$ cat config.mk
export PLATFORM = sky130hd
export DESIGN_NAME = psf_host
export DESIGN_NICKNAME = d
export VERILOG_FILES = /design/src/design/psf_pkg.sv /design/src/design/psf_strobe.sv /design/src/design/psf_host.sv
export VERILOG_INCLUDE_DIRS = /design/src /design/src/design
export SDC_FILE = /design/constraint.sdc
export NUM_CORES = 1
export LEC_CHECK = 0
export CAP_MARGIN = 10
export CORE_MARGIN = 2
export CORE_UTILIZATION = 50
export DETAILED_ROUTE_END_ITERATION = 10
export DONT_BUFFER_PORTS = 1
export SYNTH_ARGS = -nofsm -noshare
export SYNTH_HDL_FRONTEND = slang
export SYNTH_SLANG_ARGS = --single-unit
$ cat constraint.sdc
create_clock -name clk_in -period 3 [get_ports clk_in]
set_input_delay 0.3 -clock clk_in [delete_from_list [all_inputs] [get_ports clk_in]]
set_output_delay 0.3 -clock clk_in [all_outputs]
set_load 0.05 [all_outputs]
$ cat src/design/psf_regs.svh
// constants of the parallel-serial fifo host controller
// assumes a 20 MHz clock and the apb register map below
`ifndef PSF_REGS_SVH
`define PSF_REGS_SVH

// ----------------------------------------------------------------
// timing
// ----------------------------------------------------------------
`define PSF_CLK_NS        50
`define PSF_STB_LOW_NS    60
`define PSF_STB_HIGH_NS   100
`define PSF_CLEAR_NS      100
`define PSF_REPLAY_NS     100
`define PSF_CYC(ns)       ((((ns) + `PSF_CLK_NS - 1) / `PSF_CLK_NS))

// ----------------------------------------------------------------
// register offsets
// ----------------------------------------------------------------
`define PSF_OFF_CTRL      8'h00
`define PSF_OFF_CMD       8'h04
`define PSF_OFF_WDATA     8'h08
`define PSF_OFF_RDATA     8'h0c
`define PSF_OFF_STATUS    8'h10

// ----------------------------------------------------------------
// control fields and reset
// ----------------------------------------------------------------
`define PSF_CTRL_SER_WR   0
`define PSF_CTRL_SER_RD   1
`define PSF_CTRL_OUT_EN   2
`define PSF_CTRL_MULTI    3
`define PSF_CTRL_FIRST    4
`define PSF_CTRL_WW_LSB   8
`define PSF_CTRL_RW_LSB   12
`define PSF_CTRL_RST      16'h0000

// ----------------------------------------------------------------
// command bits
// ----------------------------------------------------------------
`define PSF_CMD_CLEAR     0
`define PSF_CMD_REPLAY    1
`define PSF_CMD_READ      2

// ----------------------------------------------------------------
// status fields
// ----------------------------------------------------------------
`define PSF_ST_WR_BUSY    8
`define PSF_ST_RD_BUSY    9
`define PSF_ST_RVALID     10
`define PSF_ST_CLR_BUSY   11
`define PSF_ST_WR_REF     12
`define PSF_ST_RD_REF     13

// ----------------------------------------------------------------
// serial word widths
// ----------------------------------------------------------------
`define PSF_WIDTH_MIN     4'h4
`define PSF_WIDTH_MAX     4'h8

`endif

$ cat src/design/psf_pkg.sv
// types shared by the fifo host controller files
// assumes nothing beyond a systemverilog compiler
package psf_pkg;

    // strobe sequencer states
    typedef enum logic [1:0] {
        st_idle = 2'b00,
        st_low  = 2'b01,
        st_high = 2'b10
    } psf_stb_e;

    // one fifo word
    typedef logic [8:0] psf_word_t;

endpackage

$ cat src/design/psf_strobe.sv
// strobe sequencer: one or more active-low pulses of fixed width
// assumes start only while busy_out is low
module psf_strobe #(
    parameter int LOW_CYC  = 2,
    parameter int HIGH_CYC = 2
) (
    // clock and reset
    input  wire logic       clk_in,
    input  wire logic       rst_b_in,
    // request
    input  wire logic       start_in,
    input  wire logic [3:0] bits_in,
    // strobe and progress
    output logic            strobe_n_out,
    output logic            busy_out,
    output logic            late_out,
    output logic            rise_out,
    output logic            done_out
);

    psf_pkg::psf_stb_e st;
    psf_pkg::psf_stb_e next_st;
    logic [7:0]        cnt;
    logic [7:0]        next_cnt;
    logic [3:0]        left;
    logic [3:0]        next_left;
    logic              next_strobe_n;
    logic              next_late;
    logic              next_rise;
    logic              next_done;

    // ----------------------------------------------------------------
    // next state
    // ----------------------------------------------------------------
    // low phase, high recovery, repeat until all bits sent
    always_comb begin
        next_st       = st;
        next_cnt      = cnt;
        next_left     = left;
        next_strobe_n = strobe_n_out;
        next_rise     = 1'b0;
        next_done     = 1'b0;
        case (st)
            psf_pkg::st_idle: begin
                if (start_in) begin
                    next_st       = psf_pkg::st_low;
                    next_strobe_n = 1'b0;
                    next_cnt      = 8'(LOW_CYC - 1);
                    next_left     = bits_in;
                end
            end
            psf_pkg::st_low: begin
                if (cnt == 8'h00) begin
                    next_st       = psf_pkg::st_high;
                    next_strobe_n = 1'b1;
                    next_cnt      = 8'(HIGH_CYC - 1);
                    next_left     = left - 4'h1;
                    next_rise     = 1'b1;
                end else begin
                    next_cnt = cnt - 8'h01;
                end
            end
            psf_pkg::st_high: begin
                if (cnt != 8'h00) begin
                    next_cnt = cnt - 8'h01;
                end else if (left == 4'h0) begin
                    next_st   = psf_pkg::st_idle;
                    next_done = 1'b1;
                end else begin
                    next_st       = psf_pkg::st_low;
                    next_strobe_n = 1'b0;
                    next_cnt      = 8'(LOW_CYC - 1);
                end
            end
            default: begin
                next_st       = psf_pkg::st_idle;
                next_strobe_n = 1'b1;
            end
        endcase
        next_late = (next_st == psf_pkg::st_low) && (next_cnt == 8'h00);
    end

    // ----------------------------------------------------------------
    // registers
    // ----------------------------------------------------------------
    always_ff @(posedge clk_in or negedge rst_b_in) begin
        if (!rst_b_in) begin
            st           <= psf_pkg::st_idle;
            cnt          <= 8'h00;
            left         <= 4'h0;
            strobe_n_out <= 1'b1;
            busy_out     <= 1'b0;
            late_out     <= 1'b0;
            rise_out     <= 1'b0;
            done_out     <= 1'b0;
        end else begin
            st           <= next_st;
            cnt          <= next_cnt;
            left         <= next_left;
            strobe_n_out <= next_strobe_n;
            busy_out     <= (next_st != psf_pkg::st_idle);
            late_out     <= next_late;
            rise_out     <= next_rise;
            done_out     <= next_done;
        end
    end

endmodule

$ cat src/design/psf_host.sv
// host controller for a parallel-serial fifo, driven from apb
// assumes the fifo pins wired straight to the ports, inputs synchronous
//
// What this block does
// - data pin i (4 to 8) tied to write strobe gives i serial clocks per word; widths below 4 give 4.
// - output pin j (4 to 8) tied to read strobe gives j serial clocks per word; widths below 4 give 4.
// - grounded cascade input means single mode; replay pin then retransmits.
// - in chained use only the first-loaded device has replay pin grounded.
`include "psf_regs.svh"

module psf_host #(
    parameter int LOW_CYC    = `PSF_CYC(`PSF_STB_LOW_NS),
    parameter int HIGH_CYC   = `PSF_CYC(`PSF_STB_HIGH_NS),
    parameter int CLEAR_CYC  = `PSF_CYC(`PSF_CLEAR_NS),
    parameter int REPLAY_CYC = `PSF_CYC(`PSF_REPLAY_NS)
) (
    // clock and reset
    input  wire logic        clk_in,
    input  wire logic        rst_b_in,
    // apb slave
    input  wire logic        psel_in,
    input  wire logic        penable_in,
    input  wire logic        pwrite_in,
    input  wire logic [7:0]  paddr_in,
    input  wire logic [31:0] pwdata_in,
    output logic [31:0]      prdata_out,
    output logic             pready_out,
    output logic             pslverr_out,
    // fifo write side
    output logic             wr_n_out,
    output logic [8:0]       par_in_bus_out,
    output logic             ser_in_out,
    // fifo read side
    output logic             rd_n_out,
    output logic             out_en_n_out,
    input  wire logic [8:0]  par_out_bus_in,
    input  wire logic        ser_out_in,
    // fifo control
    output logic             clear_n_out,
    output logic             first_or_replay_n_out,
    output logic             cascade_in_n_out,
    // fifo flags
    input  wire logic        mem_full_n_in,
    input  wire logic        near_full_n_in,
    input  wire logic        mem_empty_n_in,
    input  wire logic        near_empty_n_in,
    input  wire logic        half_level_n_in,
    input  wire logic        edge_level_n_in
);

    // ----------------------------------------------------------------
    // declarations
    // ----------------------------------------------------------------
    logic [15:0]        ctrl;
    logic [15:0]        next_ctrl;
    psf_pkg::psf_word_t wshift;
    psf_pkg::psf_word_t next_wshift;
    psf_pkg::psf_word_t rshift;
    psf_pkg::psf_word_t next_rshift;
    psf_pkg::psf_word_t rdata;
    psf_pkg::psf_word_t next_rdata;
    logic [3:0]         ridx;
    logic [3:0]         next_ridx;
    logic               rvalid;
    logic               next_rvalid;
    logic               wr_ref;
    logic               next_wr_ref;
    logic               rd_ref;
    logic               next_rd_ref;
    logic [7:0]         pcnt;
    logic [7:0]         next_pcnt;
    logic               next_clear_n;
    logic               replay_n;
    logic               next_replay_n;
    logic [31:0]        next_prdata;
    logic               next_pready;
    logic               next_pslverr;
    logic               acc;
    logic               wr_acc;
    logic               mapped;
    logic               wr_go;
    logic               rd_go;
    logic               clear_go;
    logic               replay_go;
    logic               wr_busy;
    logic               wr_rise;
    logic               rd_busy;
    logic               rd_late;
    logic               rd_done;
    logic [31:0]        status;

    // bits per word: one for parallel, clamped width for serial
    function automatic logic [3:0] sel_bits(input logic ser, input logic [3:0] w);
        if (!ser) begin
            return 4'h1;
        end else if (w < `PSF_WIDTH_MIN) begin
            return `PSF_WIDTH_MIN;
        end else if (w > `PSF_WIDTH_MAX) begin
            return `PSF_WIDTH_MAX;
        end
        return w;
    endfunction

    // ----------------------------------------------------------------
    // strobe sequencers
    // ----------------------------------------------------------------
    // independent sides
    psf_strobe #(.LOW_CYC(LOW_CYC), .HIGH_CYC(HIGH_CYC)) u_wr (
        .clk_in       (clk_in),
        .rst_b_in     (rst_b_in),
        .start_in     (wr_go),
        .bits_in      (sel_bits(ctrl[`PSF_CTRL_SER_WR], ctrl[`PSF_CTRL_WW_LSB +: 4])),
        .strobe_n_out (wr_n_out),
        .busy_out     (wr_busy),
        .late_out     (),
        .rise_out     (wr_rise),
        .done_out     ()
    );

    psf_strobe #(.LOW_CYC(LOW_CYC), .HIGH_CYC(HIGH_CYC)) u_rd (
        .clk_in       (clk_in),
        .rst_b_in     (rst_b_in),
        .start_in     (rd_go),
        .bits_in      (sel_bits(ctrl[`PSF_CTRL_SER_RD], ctrl[`PSF_CTRL_RW_LSB +: 4])),
        .strobe_n_out (rd_n_out),
        .busy_out     (rd_busy),
        .late_out     (rd_late),
        .rise_out     (),
        .done_out     (rd_done)
    );

    // ----------------------------------------------------------------
    // apb decode
    // ----------------------------------------------------------------
    // one wait state, then pready
    assign acc    = psel_in & penable_in & pready_out;
    assign wr_acc = acc & pwrite_in;
    assign mapped = (paddr_in == `PSF_OFF_CTRL) || (paddr_in == `PSF_OFF_CMD) ||
                    (paddr_in == `PSF_OFF_WDATA) || (paddr_in == `PSF_OFF_RDATA) ||
                    (paddr_in == `PSF_OFF_STATUS);

    // status word: flags straight from the fifo
    // six flags
    assign status = {18'h00000, rd_ref, wr_ref, ~clear_n_out, rvalid, rd_busy, wr_busy,
                     2'b00, edge_level_n_in, half_level_n_in, near_empty_n_in,
                     mem_empty_n_in, near_full_n_in, mem_full_n_in};

    // no write into a full fifo
    assign wr_go = wr_acc && (paddr_in == `PSF_OFF_WDATA) && !wr_busy &&
                   mem_full_n_in && clear_n_out;
    // no read from an empty fifo
    assign rd_go = wr_acc && (paddr_in == `PSF_OFF_CMD) && pwdata_in[`PSF_CMD_READ] &&
                   !rd_busy && mem_empty_n_in && clear_n_out;
    assign clear_go = wr_acc && (paddr_in == `PSF_OFF_CMD) && pwdata_in[`PSF_CMD_CLEAR] &&
                      (pcnt == 8'h00);
    assign replay_go = wr_acc && (paddr_in == `PSF_OFF_CMD) && pwdata_in[`PSF_CMD_REPLAY] &&
                       (pcnt == 8'h00) && !clear_go && !ctrl[`PSF_CTRL_MULTI];

    // ----------------------------------------------------------------
    // apb answer
    // ----------------------------------------------------------------
    always_comb begin
        next_pready  = psel_in & penable_in & ~pready_out;
        next_pslverr = next_pready & ~mapped;
        next_prdata  = 32'h00000000;
        if (next_pready && !pwrite_in) begin
            case (paddr_in)
                `PSF_OFF_CTRL:   next_prdata = {16'h0000, ctrl};
                `PSF_OFF_RDATA:  next_prdata = {23'h000000, rdata};
                `PSF_OFF_STATUS: next_prdata = status;
                default:         next_prdata = 32'h00000000;
            endcase
        end
    end

    // ----------------------------------------------------------------
    // control, data path and flags
    // ----------------------------------------------------------------
    always_comb begin
        next_ctrl     = ctrl;
        next_wshift   = wshift;
        next_rshift   = rshift;
        next_rdata    = rdata;
        next_ridx     = ridx;
        next_rvalid   = rvalid;
        next_wr_ref   = wr_ref;
        next_rd_ref   = rd_ref;
        next_pcnt     = pcnt;
        next_clear_n  = clear_n_out;
        next_replay_n = replay_n;
        if (wr_acc && (paddr_in == `PSF_OFF_CTRL)) begin
            next_ctrl = pwdata_in[15:0];
        end
        // sticky refusals, write one to clear, set wins
        if (wr_acc && (paddr_in == `PSF_OFF_STATUS)) begin
            if (pwdata_in[`PSF_ST_WR_REF]) next_wr_ref = 1'b0;
            if (pwdata_in[`PSF_ST_RD_REF]) next_rd_ref = 1'b0;
        end
        if (wr_acc && (paddr_in == `PSF_OFF_WDATA) && !wr_go) next_wr_ref = 1'b1;
        if (wr_acc && (paddr_in == `PSF_OFF_CMD) && pwdata_in[`PSF_CMD_READ] && !rd_go) begin
            next_rd_ref = 1'b1;
        end
        // whole word shifted before the fifo advances
        if (wr_go) begin
            next_wshift = pwdata_in[8:0];
        end else if (wr_rise && ctrl[`PSF_CTRL_SER_WR]) begin
            next_wshift = {1'b0, wshift[8:1]};
        end
        if (rd_go) begin
            next_rshift = 9'h000;
            next_ridx   = 4'h0;
        end else if (rd_late && ctrl[`PSF_CTRL_SER_RD]) begin
            next_rshift[ridx] = ser_out_in;
            next_ridx         = ridx + 4'h1;
        end else if (rd_late) begin
            next_rshift = par_out_bus_in;
        end
        // read data valid until RDATA is read or a clear starts, set wins over the read
        if (!acc || pwrite_in || (paddr_in != `PSF_OFF_RDATA)) begin
            next_rvalid = rvalid;
        end else begin
            next_rvalid = 1'b0;
        end
        if (rd_done) begin
            next_rdata  = rshift;
            next_rvalid = 1'b1;
        end
        // hold clear low for the pulse
        // replay pulse moves only the read position
        if (clear_go) begin
            next_pcnt    = 8'(CLEAR_CYC);
            next_clear_n = 1'b0;
            next_rvalid  = 1'b0;
        end else if (replay_go) begin
            next_pcnt     = 8'(REPLAY_CYC);
            next_replay_n = 1'b0;
        end else if (pcnt == 8'h01) begin
            next_pcnt     = 8'h00;
            next_clear_n  = 1'b1;
            next_replay_n = 1'b1;
        end else if (pcnt != 8'h00) begin
            next_pcnt = pcnt - 8'h01;
        end
    end

    // ----------------------------------------------------------------
    // registers
    // ----------------------------------------------------------------
    always_ff @(posedge clk_in or negedge rst_b_in) begin
        if (!rst_b_in) begin
            ctrl                  <= `PSF_CTRL_RST;
            wshift                <= 9'h000;
            rshift                <= 9'h000;
            rdata                 <= 9'h000;
            ridx                  <= 4'h0;
            rvalid                <= 1'b0;
            wr_ref                <= 1'b0;
            rd_ref                <= 1'b0;
            pcnt                  <= 8'h00;
            clear_n_out           <= 1'b1;
            replay_n              <= 1'b1;
            prdata_out            <= 32'h00000000;
            pready_out            <= 1'b0;
            pslverr_out           <= 1'b0;
            par_in_bus_out        <= 9'h000;
            ser_in_out            <= 1'b0;
            out_en_n_out          <= 1'b1;
            first_or_replay_n_out <= 1'b1;
            cascade_in_n_out      <= 1'b0;
        end else begin
            ctrl        <= next_ctrl;
            wshift      <= next_wshift;
            rshift      <= next_rshift;
            rdata       <= next_rdata;
            ridx        <= next_ridx;
            rvalid      <= next_rvalid;
            wr_ref      <= next_wr_ref;
            rd_ref      <= next_rd_ref;
            pcnt        <= next_pcnt;
            clear_n_out <= next_clear_n;
            replay_n    <= next_replay_n;
            prdata_out  <= next_prdata;
            pready_out  <= next_pready;
            pslverr_out <= next_pslverr;
            // tied pin left low, serial data on its own pin
            par_in_bus_out <= next_ctrl[`PSF_CTRL_SER_WR] ? 9'h000 : next_wshift;
            ser_in_out     <= next_wshift[0];
            out_en_n_out <= ~next_ctrl[`PSF_CTRL_OUT_EN];
            // first device held low in chained use
            first_or_replay_n_out <= next_ctrl[`PSF_CTRL_MULTI] ?
                                     ~next_ctrl[`PSF_CTRL_FIRST] : next_replay_n;
            // cascade input grounded in single mode
            cascade_in_n_out <= next_ctrl[`PSF_CTRL_MULTI];
        end
    end

endmodule

# == Word level (Yosys, flattened, before mapping) ==
# Index checks and enable logic that the tools add are counted.
# classes
n_addsub,6
order_cmp,6
n_eq_ne,22
n_mux,89
bitwise,10
reduce_logical,71
# ops
operator,count
$mux W8,12
$mux W4,14
$mux W9,6
$pmux W16 S3,1
$pmux W8 S3,2
$logic_not A8 Y1,5
$mux W1,38
$logic_and A1 B1 Y1,24
$reduce_bool A8 Y1,3
$sub A8 B1 Y8 const B,3
$reduce_bool A2 Y1,10
$eq A8 B4 Y1 const B,2
$mux W16,1
$pmux W4 S2,2
$ne A2 B2 Y1 const B,7
$mux W2,6
$pmux W2 S3,2
$bwmux W9,1
$reduce_and A3 Y1,3
$eq A8 B1 Y1 const B,1
$eq A8 B3 Y1 const B,1
$eq A8 B5 Y1 const B,1
$gt A4 B4 Y1 const B,2
$logic_not A1 Y1,8
other kinds (22),49
# totals
regBits,142
inputBits,61
output_inout_bits,50
word_cells,237

# == Longest topological paths before layout ==
# Gate-level depths: netlist of the first run.
# depth
depth_word,12
mapped_depth,7
depth_no_buf,7

# == Hierarchy ==
# Synthesis of the first run repeated with hierarchy kept, for this count alone.
# hier_totals
cells_unflattened,637
hier_area_um2,6583.8
# modules_own_cells
module,n_inst,cells_per_inst,area_per_inst_um2,seq_area_each_um2
psf_host,1,413,4384.2,2232.1
psf_strobe at u_rd,1,111,1102.3,476.7
psf_strobe at u_wr,1,113,1097.3,476.7

# == Worst setup path before layout of the first run ==
# Ideal clock, no wire load.
# synth_path
path_type,reg2reg
from,reg u_wr.cnt[0]
to,reg u_wr.left[2]
setup_ns,0.065
arrival_ns,2.102
t_required_ns,2.935
slack_ns,0.833
path_stages_with_launch,8
path_buffers,0
period_less_slack_ns,2.167
path_cell_list,dfrtp_1 inv_1 ha_1 or3b_2 nor3_1 a311oi_1 a31oi_1 o221a_2
# synth_between
elab_chain_cells,3
# synth_lines
element,line_no,rtl
"start, declared",psf_strobe.sv:23,logic [7:0] cnt;
"start signal, assigned",psf_strobe.sv:98,cnt <= next_cnt;
$logic_not A8 Y1,psf_strobe.sv:53,if (cnt == 8'h00) begin
$ne A2 B1 Y1 (no source line),-,
$reduce_and A3 Y1 (no source line),-,
"end signal, assigned",psf_strobe.sv:99,left <= next_left;
"end, declared",psf_strobe.sv:25,logic [3:0] left;
# No other way between the ends.
# A chain may end at the register's enable or synchronous reset.

# == Worst setup path after layout of the first run ==
# layout_path
from,reg u_rd.cnt[0]
to,reg u_rd.cnt[1]
# layout_between
elab_chain_cells,3
word_cells_on_any_way,6
cone_classes,add/sub (1); mux (3); reduce/logical (2)
# layout_lines
element,line_no,rtl
"start, declared",psf_strobe.sv:23,
"start signal, assigned",psf_strobe.sv:98,
"$sub A8 B1 Y8, or another cell as far along","psf_strobe.sv:60, psf_strobe.sv:65",
$mux W8 (on tied branches),"psf_strobe.sv:64, psf_strobe.sv:53",
$pmux W8 S3 *,psf_strobe.sv:43,case (st)
named net u_rd.next_cnt[1],psf_strobe.sv:24,logic [7:0] next_cnt;
# Mark *: on every way through the listed nets, which the timed path passes. The rest lies on a longest branch.

==> flow_metrics.py, run 1 <==
metrics = {
    "status": {
        "status": "finished with violations",
        "violations": "hold timing",
    },
    "place": {
        "count_of_input_and_output_buffers": 0,
        "gpl.final_weighted_congestion": 0.935,
        "dpl.cell_count": 806,
        "dp.final_hpwl_mm": 10.5,
    },
    "cts": {
        "cts_setup_buffers": 0,
        "cts_hold_buf": 6,
        "clock_sinks": 124,
        "clk_transition_reported_paths_ns": 0.06,
        "clockBufferDepth": 2,
        "tritoncts": "yes",
        "insertion_delay_ns": 0.43,
        "cts.root.buffer_cell": "clkbuf_16",
        "clock_tree.htree_level_count": 4,
        "cts-buffers-inserted": 17,
        "cts_resized": 0,
    },
    "floorplan": {
        "placeableCoreArea_sq_um": 12600,
        "fp.dieW_um": 117,
        "die-height_um": 117,
        "design.die.area_sq_um": 13800,
        "num_rows": 41,
        "initial_core_util_pct": 51.1,
        "io-pin-count": 111,
    },
    "layout": {
        "fraction_of_final_layout_cells_with_drive_strength_greater_than_1_pct": 15.8,
        "final_cell_count_no_fill": 844,
        "commonest_non_fill_non_tap_cell_in_the_layout": "dfrtp_1",
        "mostFrequentLayoutCells": "118 x dfrtp_1, 85 x nand2_1, 56 x nor2_1",
        "final_core_util_pct": 57.1,
        "synthesis_to_finish_area_growth_pct": 11.8,
        "diodes": 0,
        "net_count_final": 736,
    },
    "logic_synthesis": {
        "synth_simple_gate_area_share_pct": 19.2,
        "synthesis.area_per_instance_sq_um": 9.94,
        "combinational_family_with_the_most_area_after_synthesis": "simple AND/OR/NAND/NOR gates",
        "yosys.area_share.adder_pct": 3.12,
        "synth.mux.area_fraction_pct": 8.26,
        "synth_enable_flop_cells": 0,
        "synth_ff_type": "dfrtp_1",
        "synth_compound_gate_area_share_pct": 15.1,
        "synth_sequential_area_ratio_pct": 48.4,
        "ys_seq_elements": 124,
        "synth_top_area_share_pct": 46.0,
        "postSynth.asyncResetShare_pct": 100,
        "netlist_instances": 646,
        "top_cells_by_area_synth": "dfrtp_1 46%, mux2_2 7.0%, nand2_1 5.0%",
        "syn_area_sq_um": 6420,
        "post_synth_num_cell_types": 74,
        "synth_xor_area_share_pct": 1.09,
        "synth_top_area_cell": "dfrtp_1",
        "yosys_warnings": 0,
    },
    "sta": {
        "finalMaxSlewViolations": 0,
        "worst_slew_margin_relative_to_its_limit_pct": 36.9,
        "final-hold-violation-count": 124,
        "grt_setup_unrepaired": "false",
        "fmax_ghz": 0.423,
        "crit_share_post_route_pct": 78.7,
        "period_needed_ns": 2.36,
        "finalHoldWorstSlack_ns": -0.437,
        "timing.clock.skew_ns": 0.00775,
        "final-setup-viol-count": 0,
        "final.setup.tns_ns": 0,
        "worst-slew-pin-transition_ns": 0.946,
    },
    "route": {
        "drt_pre_antenna_iters": 5,
        "detailroute.via_count": 4851,
        "antenna_left": 0,
        "wirelength_mm": 14.9,
        "post-route-drc-count": 0,
        "drt-initial-drc-count": 382,
        "wl_per_cell_um": 17.7,
        "viasPerCell": 5.75,
    },
    "grt": {
        "globalRouteTotalUtil_pct": 22.8,
        "largest_net_degree_at_the_start_of_global_routing": 125,
        "grt_antenna_before_repair": 0,
        "grt_pass1_wl_mm": 24.6,
        "grt_overflow": 0,
        "grt_pass1_vias": 4716,
    },
    "critical_path": {
        "worst-endpoint-required_ns": 3.34,
        "worst_setup_path_end_kind": "register",
        "max_stage_delay_ns": 0.49,
        "path_delay_family": "compound AO/OA/AOI/OAI gates",
        "crit_type": "reg2reg",
        "critical_path.cell_chain": "inv_1, ha_1, or3b_2, o31a_1, a211oi_2, inv_1, o22ai_1",
        "worstPathMaxFanout": 5,
        "critPathBufInv": 2,
        "critical_path.startpoint_type": "register",
        "critical-path-top-cell-by-count": "inv_1",
        "worst_ep_arrival_time_ns": 2.71,
        "critical_path.slowest_cell": "or3b_2",
    },
    "power_and_ir_drop": {
        "pwr-share-comb_pct": 2.3,
        "vdd_ir_drop_max_mv": 0.349,
        "internal_power_w": 0.00288,
        "power_switching_share_pct": 22.5,
        "total_leakage_power_nw": 3.28,
        "power.clock.fraction_pct": 52.5,
        "netSwitchingPower_w": 0.000838,
        "sequentialPowerShare_pct": 45.2,
        "total_power_divided_by_cell_area_nw_per_um2": 518,
    },
    "worst_hold_path": {
        "hold_path_class": "in2async",
    },
    "flow_run": {
        "maxCapViolCount": 0,
    },
}
flip-flops by register name (all words and copies together) (netlist names), 2 cells and up:
register / count
ctrl: 16
u_wr.left: 4
u_rd.st: 2
rshift: 9
u_rd.cnt: 8
prdata_out: 16
wshift: 9
ridx: 4
rdata: 9
pcnt: 8
par_in_bus_out: 9
u_wr.cnt: 8
u_wr.st: 2
u_rd.left: 4
per-layer routing:
metal	GRT usage [%]	vias to the layer above	wire length [um]
met5	0	-	0
met4	8.21	0	329
met3	8.90	22	925
met2	35.7	103	7070
met1	28.8	2406	6590
li1	-	2320	-
worst paths after layout:
path                                    from          end  slack [ns]  cells after the start
worst min register to register        rd_ref       rd_ref        0.50                      1
worst min-delay path                rst_b_in  u_wr.cnt[5]       -0.44                      0
worst max-delay path             u_rd.cnt[0]  u_rd.cnt[1]        0.64                      7
worst max register to register   u_rd.cnt[0]  u_rd.cnt[1]        0.64                      7
max in group asynchronous           rst_b_in  clear_n_out        3.21                      0
min in group clk_in             pwdata_in[2]    wshift[2]        0.02                      2
cells by family (layout without fill, tap and decap cells):
group                    after synthesis  after routing
AND/OR/NAND/NOR                      244            244
AO/OA/AOI/OAI                        144            144
flip-flops                           124            124
buffers and inverters                 61             72
multiplexers                          48             48
adder cells (fa/ha/maj)               16             16
XOR/XNOR                               8              8
other                                  1             16
cell usage after synthesis, drive strengths merged, types with 2 or more instances:
master	instances
mux2i	8
clkbuf	13
nor4	6
xnor2	5
o211ai	3
nand2	86
buf	22
nand4b	2
nand3b	5
o21ai	18
nor2b	7
o22ai	13
or3b	3
nand2b	11
nor3b	4
or4	4
or3	5
or2	4
nand3	10
o21a	2
xor2	3
dfrtp	118
inv	26
a22o	4
ha	16
a221oi	2
a211oi	12
and2	5
dfstp	6
nor4b	2
a21o	8
nand4	4
a21oi	39
a2111oi	2
o41ai	2
a22oi	18
a31oi	7
o31ai	3
nor2	56
mux2	40
and3	8
nor3	20
power by group through the flow:
stage	Sequential, W	Combinational, W	Clock, W
2_1_floorplan	0.00171	0.0000887	0
3_3_place_gp	0.00171	0.0000786	0
3_5_place_dp	0.00171	0.0000790	0
4_1_cts	0.00168	0.0000863	0.00199
5_1_grt	0.00168	0.0000910	0.00209
6_report	0.00168	0.0000867	0.00195
final cells by class:
cell class | instances | area [sq um]
tap | 172 | 215
multi-input combinational | 476 | 3060
inverter | 26 | 97.6
timing repair buffer | 14 | 120
clock buffer | 20 | 457
sequential | 124 | 3110
fill | 1100 | 5390
clock inverter | 12 | 116
per-stage QoR:
stage | setup WS, ns | area (sq um) | power (W)
floorplan | 0.833 | 6480 | 0.00180
global placement | 0.690 | 6550 | 0.00179
detailed placement | 0.635 | 6550 | 0.00179
CTS | 0.626 | 7180 | 0.00376
global route | 0.518 | 7180 | 0.00386
finish | 0.638 | 7180 | 0.00372
worst reg2reg max path, stage by stage (launching register included):
cell and delay [ns]:
dfrtp_1 0.41, inv_1 0.11, ha_1 0.23, or3b_2 0.49, o31a_1 0.31, a211oi_2 0.39, inv_1 0.16, o22ai_1 0.19
No activity file was read; power rests on OpenSTA's default activity.
==> run 2: changes to the inputs <==
==> constraint.sdc (replaced) <==
create_clock -name clk_in -period 2.35 [get_ports clk_in]
set_input_delay 0.235 -clock clk_in [delete_from_list [all_inputs] [get_ports clk_in]]
set_output_delay 0.235 -clock clk_in [all_outputs]
set_load 0.05 [all_outputs]
==> run 2 against run 1 <==
Effect of this change: the flow still finishes with violations (hold timing); total power increased by 29%; global-route usage increased by 0.58 points; worst hold slack got worse by 0.048 ns; sequential power increased by 28%; worst setup slack got worse by 0.50 ns; first-iteration DRC count decreased by 9.9%; routed wire length increased by 2.6%; utilization increased by 1.5 points; register-to-register slack got worse by 0.50 ns; fmax increased by 6.8%.
==> flow_metrics.py, run 2 (same netlist as run 1, synthesis figures left out) <==
metrics = {
    "power_and_ir_drop": {
        "power.clock.fraction_pct": 52.7,
        "vdd_ir_drop_max_mv": 0.749,
        "netSwitchingPower_w": 0.00100,
        "total_power_divided_by_cell_area_nw_per_um2": 654,
        "pwr-share-comb_pct": 2.7,
        "power_switching_share_pct": 20.9,
        "total_leakage_power_nw": 3.39,
        "internal_power_w": 0.00381,
        "sequentialPowerShare_pct": 44.6,
    },
    "grt": {
        "grt_pass1_vias": 4848,
        "globalRouteTotalUtil_pct": 23.4,
        "grt_pass1_wl_mm": 25.3,
        "grt_antenna_before_repair": 0,
        "grt_overflow": 0,
        "largest_net_degree_at_the_start_of_global_routing": 125,
    },
    "route": {
        "detailroute.wirelength.met2_mm": 7.22,
        "wl_per_cell_um": 17.7,
        "post-route-drc-count": 0,
        "detailroute.via_count": 4916,
        "wl_met3_um": 986,
        "topRoutingLayerUsed": "met4",
        "met1_wl_mm": 6.69,
        "drt_pre_antenna_iters": 5,
        "drt-initial-drc-count": 344,
        "wirelength_mm": 15.3,
        "antenna_left": 0,
        "viasPerCell": 5.68,
    },
    "layout": {
        "mostFrequentLayoutCells": "118 x dfrtp_1, 85 x nand2_1, 55 x nor2_1",
        "diodes": 0,
        "largest_registers": "ctrl: 16 flops, prdata_out: 16 flops",
        "synthesis_to_finish_area_growth_pct": 14.7,
        "net_count_final": 757,
        "layout.filler_cells": 1061,
        "finish.instance_area_sq_um": 7370,
        "commonest_non_fill_non_tap_cell_in_the_layout": "dfrtp_1",
        "fraction_of_final_layout_cells_with_drive_strength_greater_than_1_pct": 16.6,
        "final_cell_count_no_fill": 865,
    },
    "sta": {
        "period_needed_ns": 2.21,
        "grt_setup_unrepaired": "false",
        "final-setup-viol-count": 0,
        "timing.clock.skew_ns": 0.0120,
        "crit_share_post_route_pct": 94.1,
        "final.setup.tns_ns": 0,
        "final-hold-violation-count": 124,
        "fmax_ghz": 0.452,
        "worst-slew-pin-transition_ns": 0.726,
        "worst_slew_margin_relative_to_its_limit_pct": 51.1,
        "finalMaxSlewViolations": 0,
        "finalHoldWorstSlack_ns": -0.485,
    },
    "cts": {
        "clk_transition_reported_paths_ns": 0.05,
        "cts_hold_buf": 16,
        "insertion_delay_ns": 0.42,
        "cts-buffers-inserted": 17,
        "tritoncts": "yes",
        "clock_tree.htree_level_count": 4,
        "clockBufferDepth": 2,
        "cts.root.buffer_cell": "clkbuf_16",
        "clock_sinks": 124,
    },
    "critical_path": {
        "reg2reg_capture_point": "u_wr.left[2]",
        "max_stage_delay_ns": 0.51,
        "critPathBufInv": 2,
        "path_delay_family": "simple AND/OR/NAND/NOR gates",
        "critical_path.startpoint_type": "register",
        "critical_path.slowest_cell": "or3b_2",
        "worstPathMaxFanout": 8,
        "critical_path.cell_chain": "inv_1, ha_1, or3b_2, nor3_1, buf_4, a311oi_1, a31oi_1, o221a_2",
        "reg2reg_setup_slack_ns": 0.14,
        "worst_setup_path_end_kind": "register",
        "worst_ep_arrival_time_ns": 2.56,
        "worst-endpoint-required_ns": 2.70,
        "r2r_start": "u_wr.cnt[0]",
        "crit_type": "reg2reg",
        "number_of_cell_instances_on_the_worst_register_to_register_path": 8,
    },
    "place": {
        "dp.final_hpwl_mm": 10.7,
        "gpl.final_weighted_congestion": 0.949,
        "dpl_cell_area_sq_um": 6630,
        "dpl.cell_count": 817,
        "count_of_input_and_output_buffers": 0,
    },
    "flow_run": {
        "maxCapViolCount": 0,
    },
    "status": {
        "status": "finished with violations",
        "violations": "hold timing",
    },
    "floorplan": {
        "placeableCoreArea_sq_um": 12600,
        "num_rows": 41,
        "fp.dieW_um": 117,
        "io-pin-count": 111,
        "design.die.area_sq_um": 13800,
        "initial_core_util_pct": 51.1,
        "die-height_um": 117,
    },
    "worst_hold_path": {
        "hold_path_class": "in2async",
    },
}
run 2: changes by cell type in the layout (fill, tap and decap cells not counted), sizes merged:
cell,previous run,this run
buf,8,19
dlygate4sd3,6,16
clkbuf,20,24
clkinvlp,5,1
bufinv,1,2
inv,27,26
run 2: what timing repair did:
action / CTS / global route
setup endpoints to repair: 0 / 1
gates resized for setup: 0 / 1
setup buffers: 0 / 0
hold endpoints to repair: 162 / 124
run 2: metal layers:
metal / up-vias / global-route usage, %
met5: - / 0
met2: 143 / 37.1
met3: 32 / 7.39
li1: 2364 / -
met4: 0 / 10.2
met1: 2377 / 29.5
run 2: final cells by class:
type                    count  area [sq um]  share of cell area, %
flip-flops and latches    124          3110                   42.2
clock buffers              24           482                   6.54
well taps                 172           215                   2.92
clock inverters             8          92.6                   1.26
inverters                  26          97.6                   1.32
multi-input cells         476          3070                   41.6
repair buffers             35           303                   4.11
run 2: metrics by stage:
| step | setup slack [ns] | power (W) | utilization (%) |
|---|---|---|---|
| 3_3_place_gp | 0.112 | 0.00229 | 52.7 |
| 5_1_grt | 0.0551 | 0.00498 | 58.6 |
| 6_report | 0.138 | 0.00482 | 58.6 |
| 2_1_floorplan | 0.183 | 0.00230 | - |
| 4_1_cts | 0.184 | 0.00488 | 58.6 |
| 3_5_place_dp | 0.0860 | 0.00229 | 52.7 |
run 2: how the worst max path moves through the flow:
stage | slack [ns] | from | end | cells after the start
floorplan | 0.18 | u_wr.cnt[0] | u_wr.left[2] | 7
global placement | 0.11 | paddr_in[1] | u_wr.cnt[7] | 5
detailed placement | 0.09 | paddr_in[1] | u_wr.left[3] | 5
CTS | 0.18 | u_rd.cnt[0] | u_rd.cnt[1] | 7
global route | 0.06 | u_rd.cnt[1] | u_rd.cnt[4] | 8
finish | 0.14 | u_wr.cnt[0] | u_wr.left[2] | 8
run 2: power groups by stage:
stage                     Clock, W  Sequential [W]  Combinational, W
after global routing       0.00270         0.00215          0.000137
after CTS                  0.00260         0.00215          0.000129
after floorplan                  0         0.00219          0.000113
final                      0.00254         0.00215          0.000130
after global placement           0         0.00218          0.000101
after detailed placement         0         0.00218          0.000102
==> run 3: changes to the inputs <==
--- a/config.mk
+++ b/config.mk
@@ -8,7 +8,7 @@
 export LEC_CHECK = 0
 export CAP_MARGIN = 10
 export CORE_MARGIN = 2
-export CORE_UTILIZATION = 50
+export CORE_UTILIZATION = 40
 export DETAILED_ROUTE_END_ITERATION = 10
 export DONT_BUFFER_PORTS = 1
 export SYNTH_ARGS = -nofsm -noshare
==> run 3 against run 2 <==
Effect of this change: the run still ends with hold timing left; worst setup slack better by 0.039 ns; critical path depth is 1 lower; utilization shrank 11 points; die area rose by 24%; design area increased by 1.4%; sequential share of layout area shrank 0.60 points; fmax is 1.8% higher; clock-buffer cell count is 2 lower; via count grew 1.2%; global-route usage fell by 3.6 points; clock skew down 0.0053 ns; largest power group unchanged; highest routed layer unchanged.
==> flow_metrics.py, run 3 (same netlist as run 1, synthesis figures left out) <==
metrics = {
    "sta": {
        "worst_slew_margin_relative_to_its_limit_pct": 52.9,
        "timing.clock.skew_ns": 0.00669,
        "fmax_ghz": 0.460,
        "final-setup-viol-count": 0,
        "final.setup.tns_ns": 0,
        "period_needed_ns": 2.17,
        "grt_setup_unrepaired": "false",
        "finalMaxSlewViolations": 0,
        "finalHoldWorstSlack_ns": -0.490,
        "final-hold-violation-count": 124,
        "worst-slew-pin-transition_ns": 0.689,
        "crit_share_post_route_pct": 92.4,
    },
    "critical_path": {
        "reg2reg_capture_point": "u_rd.cnt[1]",
        "critical_path.startpoint_type": "register",
        "reg2reg_setup_slack_ns": 0.18,
        "worst_ep_arrival_time_ns": 2.51,
        "crit_type": "reg2reg",
        "worstPathMaxFanout": 4,
        "worst-endpoint-required_ns": 2.69,
        "r2r_start": "u_rd.cnt[0]",
        "number_of_cell_instances_on_the_worst_register_to_register_path": 7,
        "worst_setup_path_end_kind": "register",
    },
    "status": {
        "status": "finished with violations",
        "violations": "hold timing",
    },
    "layout": {
        "combined_area_of_the_multi_input_logic_cells_sq_um": 3070,
        "synthesis_to_finish_area_growth_pct": 16.4,
        "fraction_of_final_layout_cells_with_drive_strength_greater_than_1_pct": 17.4,
        "net_count_final": 760,
        "layout.filler_cells": 1498,
        "regArea_sq_um": 3110,
        "mostFrequentLayoutCells": "118 x dfrtp_1, 85 x nand2_1, 56 x nor2_1",
        "commonest_non_fill_non_tap_cell_in_the_layout": "dfrtp_1",
        "largest_registers": "ctrl: 16 flops, prdata_out: 16 flops",
        "final_cell_count_no_fill": 913,
    },
    "floorplan": {
        "io-pin-count": 111,
        "placeableCoreArea_sq_um": 15800,
        "die-height_um": 131,
        "initial_core_util_pct": 40.7,
        "num_rows": 46,
        "fp.dieW_um": 131,
        "design.die.area_sq_um": 17100,
    },
    "power_and_ir_drop": {
        "total_leakage_power_nw": 3.41,
        "power.total_w": 0.00490,
        "total_power_divided_by_cell_area_nw_per_um2": 656,
        "vdd_ir_drop_max_mv": 0.503,
    },
    "cts": {
        "tritoncts": "yes",
        "clock_sinks": 124,
        "cts_hold_buf": 16,
        "cts.root.buffer_cell": "clkbuf_16",
        "cts-buffers-inserted": 17,
        "clock_tree.htree_level_count": 4,
        "clk_transition_reported_paths_ns": 0.06,
        "cts_setup_buffers": 0,
        "insertion_delay_ns": 0.42,
        "clockBufferDepth": 2,
    },
    "route": {
        "wl_per_cell_um": 17.4,
        "wl_met3_mm": 1.16,
        "detailroute.wirelength.met2_mm": 7.56,
        "wirelength_mm": 15.9,
        "drt_pre_antenna_iters": 5,
        "post-route-drc-count": 0,
        "antenna_left": 0,
        "met1_wl_mm": 6.76,
        "drt-initial-drc-count": 277,
        "viasPerCell": 5.45,
        "detailroute.via_count": 4974,
        "topRoutingLayerUsed": "met4",
    },
    "grt": {
        "globalRouteTotalUtil_pct": 19.8,
        "grt_overflow": 0,
        "grt_pass1_vias": 4924,
        "largest_net_degree_at_the_start_of_global_routing": 125,
        "grt_antenna_before_repair": 0,
        "grt_pass1_wl_mm": 25.5,
    },
    "place": {
        "count_of_input_and_output_buffers": 0,
        "dp.final_hpwl_mm": 11.4,
        "gpl.final_weighted_congestion": 0.913,
        "dpl.cell_count": 864,
    },
    "flow_run": {
        "maxCapViolCount": 0,
    },
    "worst_hold_path": {
        "hold_path_class": "in2async",
    },
}
==> run 3: report_power, final <==
group	leakage, nW	internal [W]	switching (W)
Sequential	1.55	0.00214	0.00000630
Combinational	1.59	0.0000397	0.0000942
Clock	0.284	0.00167	0.000957
==> run 3: how the worst max path moves through the flow <==
stage / slack [ns] / start / end / cells after the start
after floorplan: 0.18 / u_wr.cnt[0] / u_wr.left[2] / 7
after global placement: 0.24 / u_rd.cnt[0] / u_rd.cnt[4] / 8
after detailed placement: 0.19 / u_rd.cnt[0] / u_rd.cnt[7] / 7
after CTS: 0.16 / u_rd.cnt[0] / u_rd.cnt[1] / 7
after global routing: 0.03 / u_rd.cnt[0] / u_rd.left[2] / 7
final: 0.18 / u_rd.cnt[0] / u_rd.cnt[1] / 7
==> run 3: timing repair <==
action / CTS / global route
hold endpoints to repair: 160 / 124
endpoints found under the setup margin: 0 / 1
resized for setup: 0 / 1
==> run 3: cell type report <==
class | instances | area share [%]
timing repair buffer | 38 | 4.35
tap | 216 | 3.62
clock inverter | 10 | 1.52
antenna | 1 | 0.0335
inverter | 26 | 1.31
sequential | 124 | 41.6
clock buffer | 22 | 6.48
multi-input combinational | 476 | 41.1
==> run 3: critical path, stage by stage, from the launching register on <==
cell	delay, ns
dfrtp_1	0.42
inv_1	0.12
ha_1	0.22
or3b_2	0.49
o31a_1	0.31
a211oi_2	0.23
inv_1	0.13
o22ai_1	0.17
==> run 3: metal layers <==
layer	up-vias	track usage, %
met4	0	9.32
met2	148	30.9
met5	-	0
met3	30	6.51
li1	2368	-
met1	2428	24.9
==> run 3: stage by stage <==
| stage | worst slack [ns] | instance area [sq um] | hold WS (ns) | util [%] |
|---|---|---|---|---|
| floorplan | 0.183 | 6480 | -0.0606 | - |
| global placement | 0.240 | 6710 | -0.0558 | 42.5 |
| detailed placement | 0.193 | 6710 | -0.0558 | 42.5 |
| CTS | 0.160 | 7460 | -0.510 | 47.3 |
| global route | 0.0312 | 7470 | -0.512 | 47.4 |
| finish | 0.178 | 7470 | -0.490 | 47.4 |
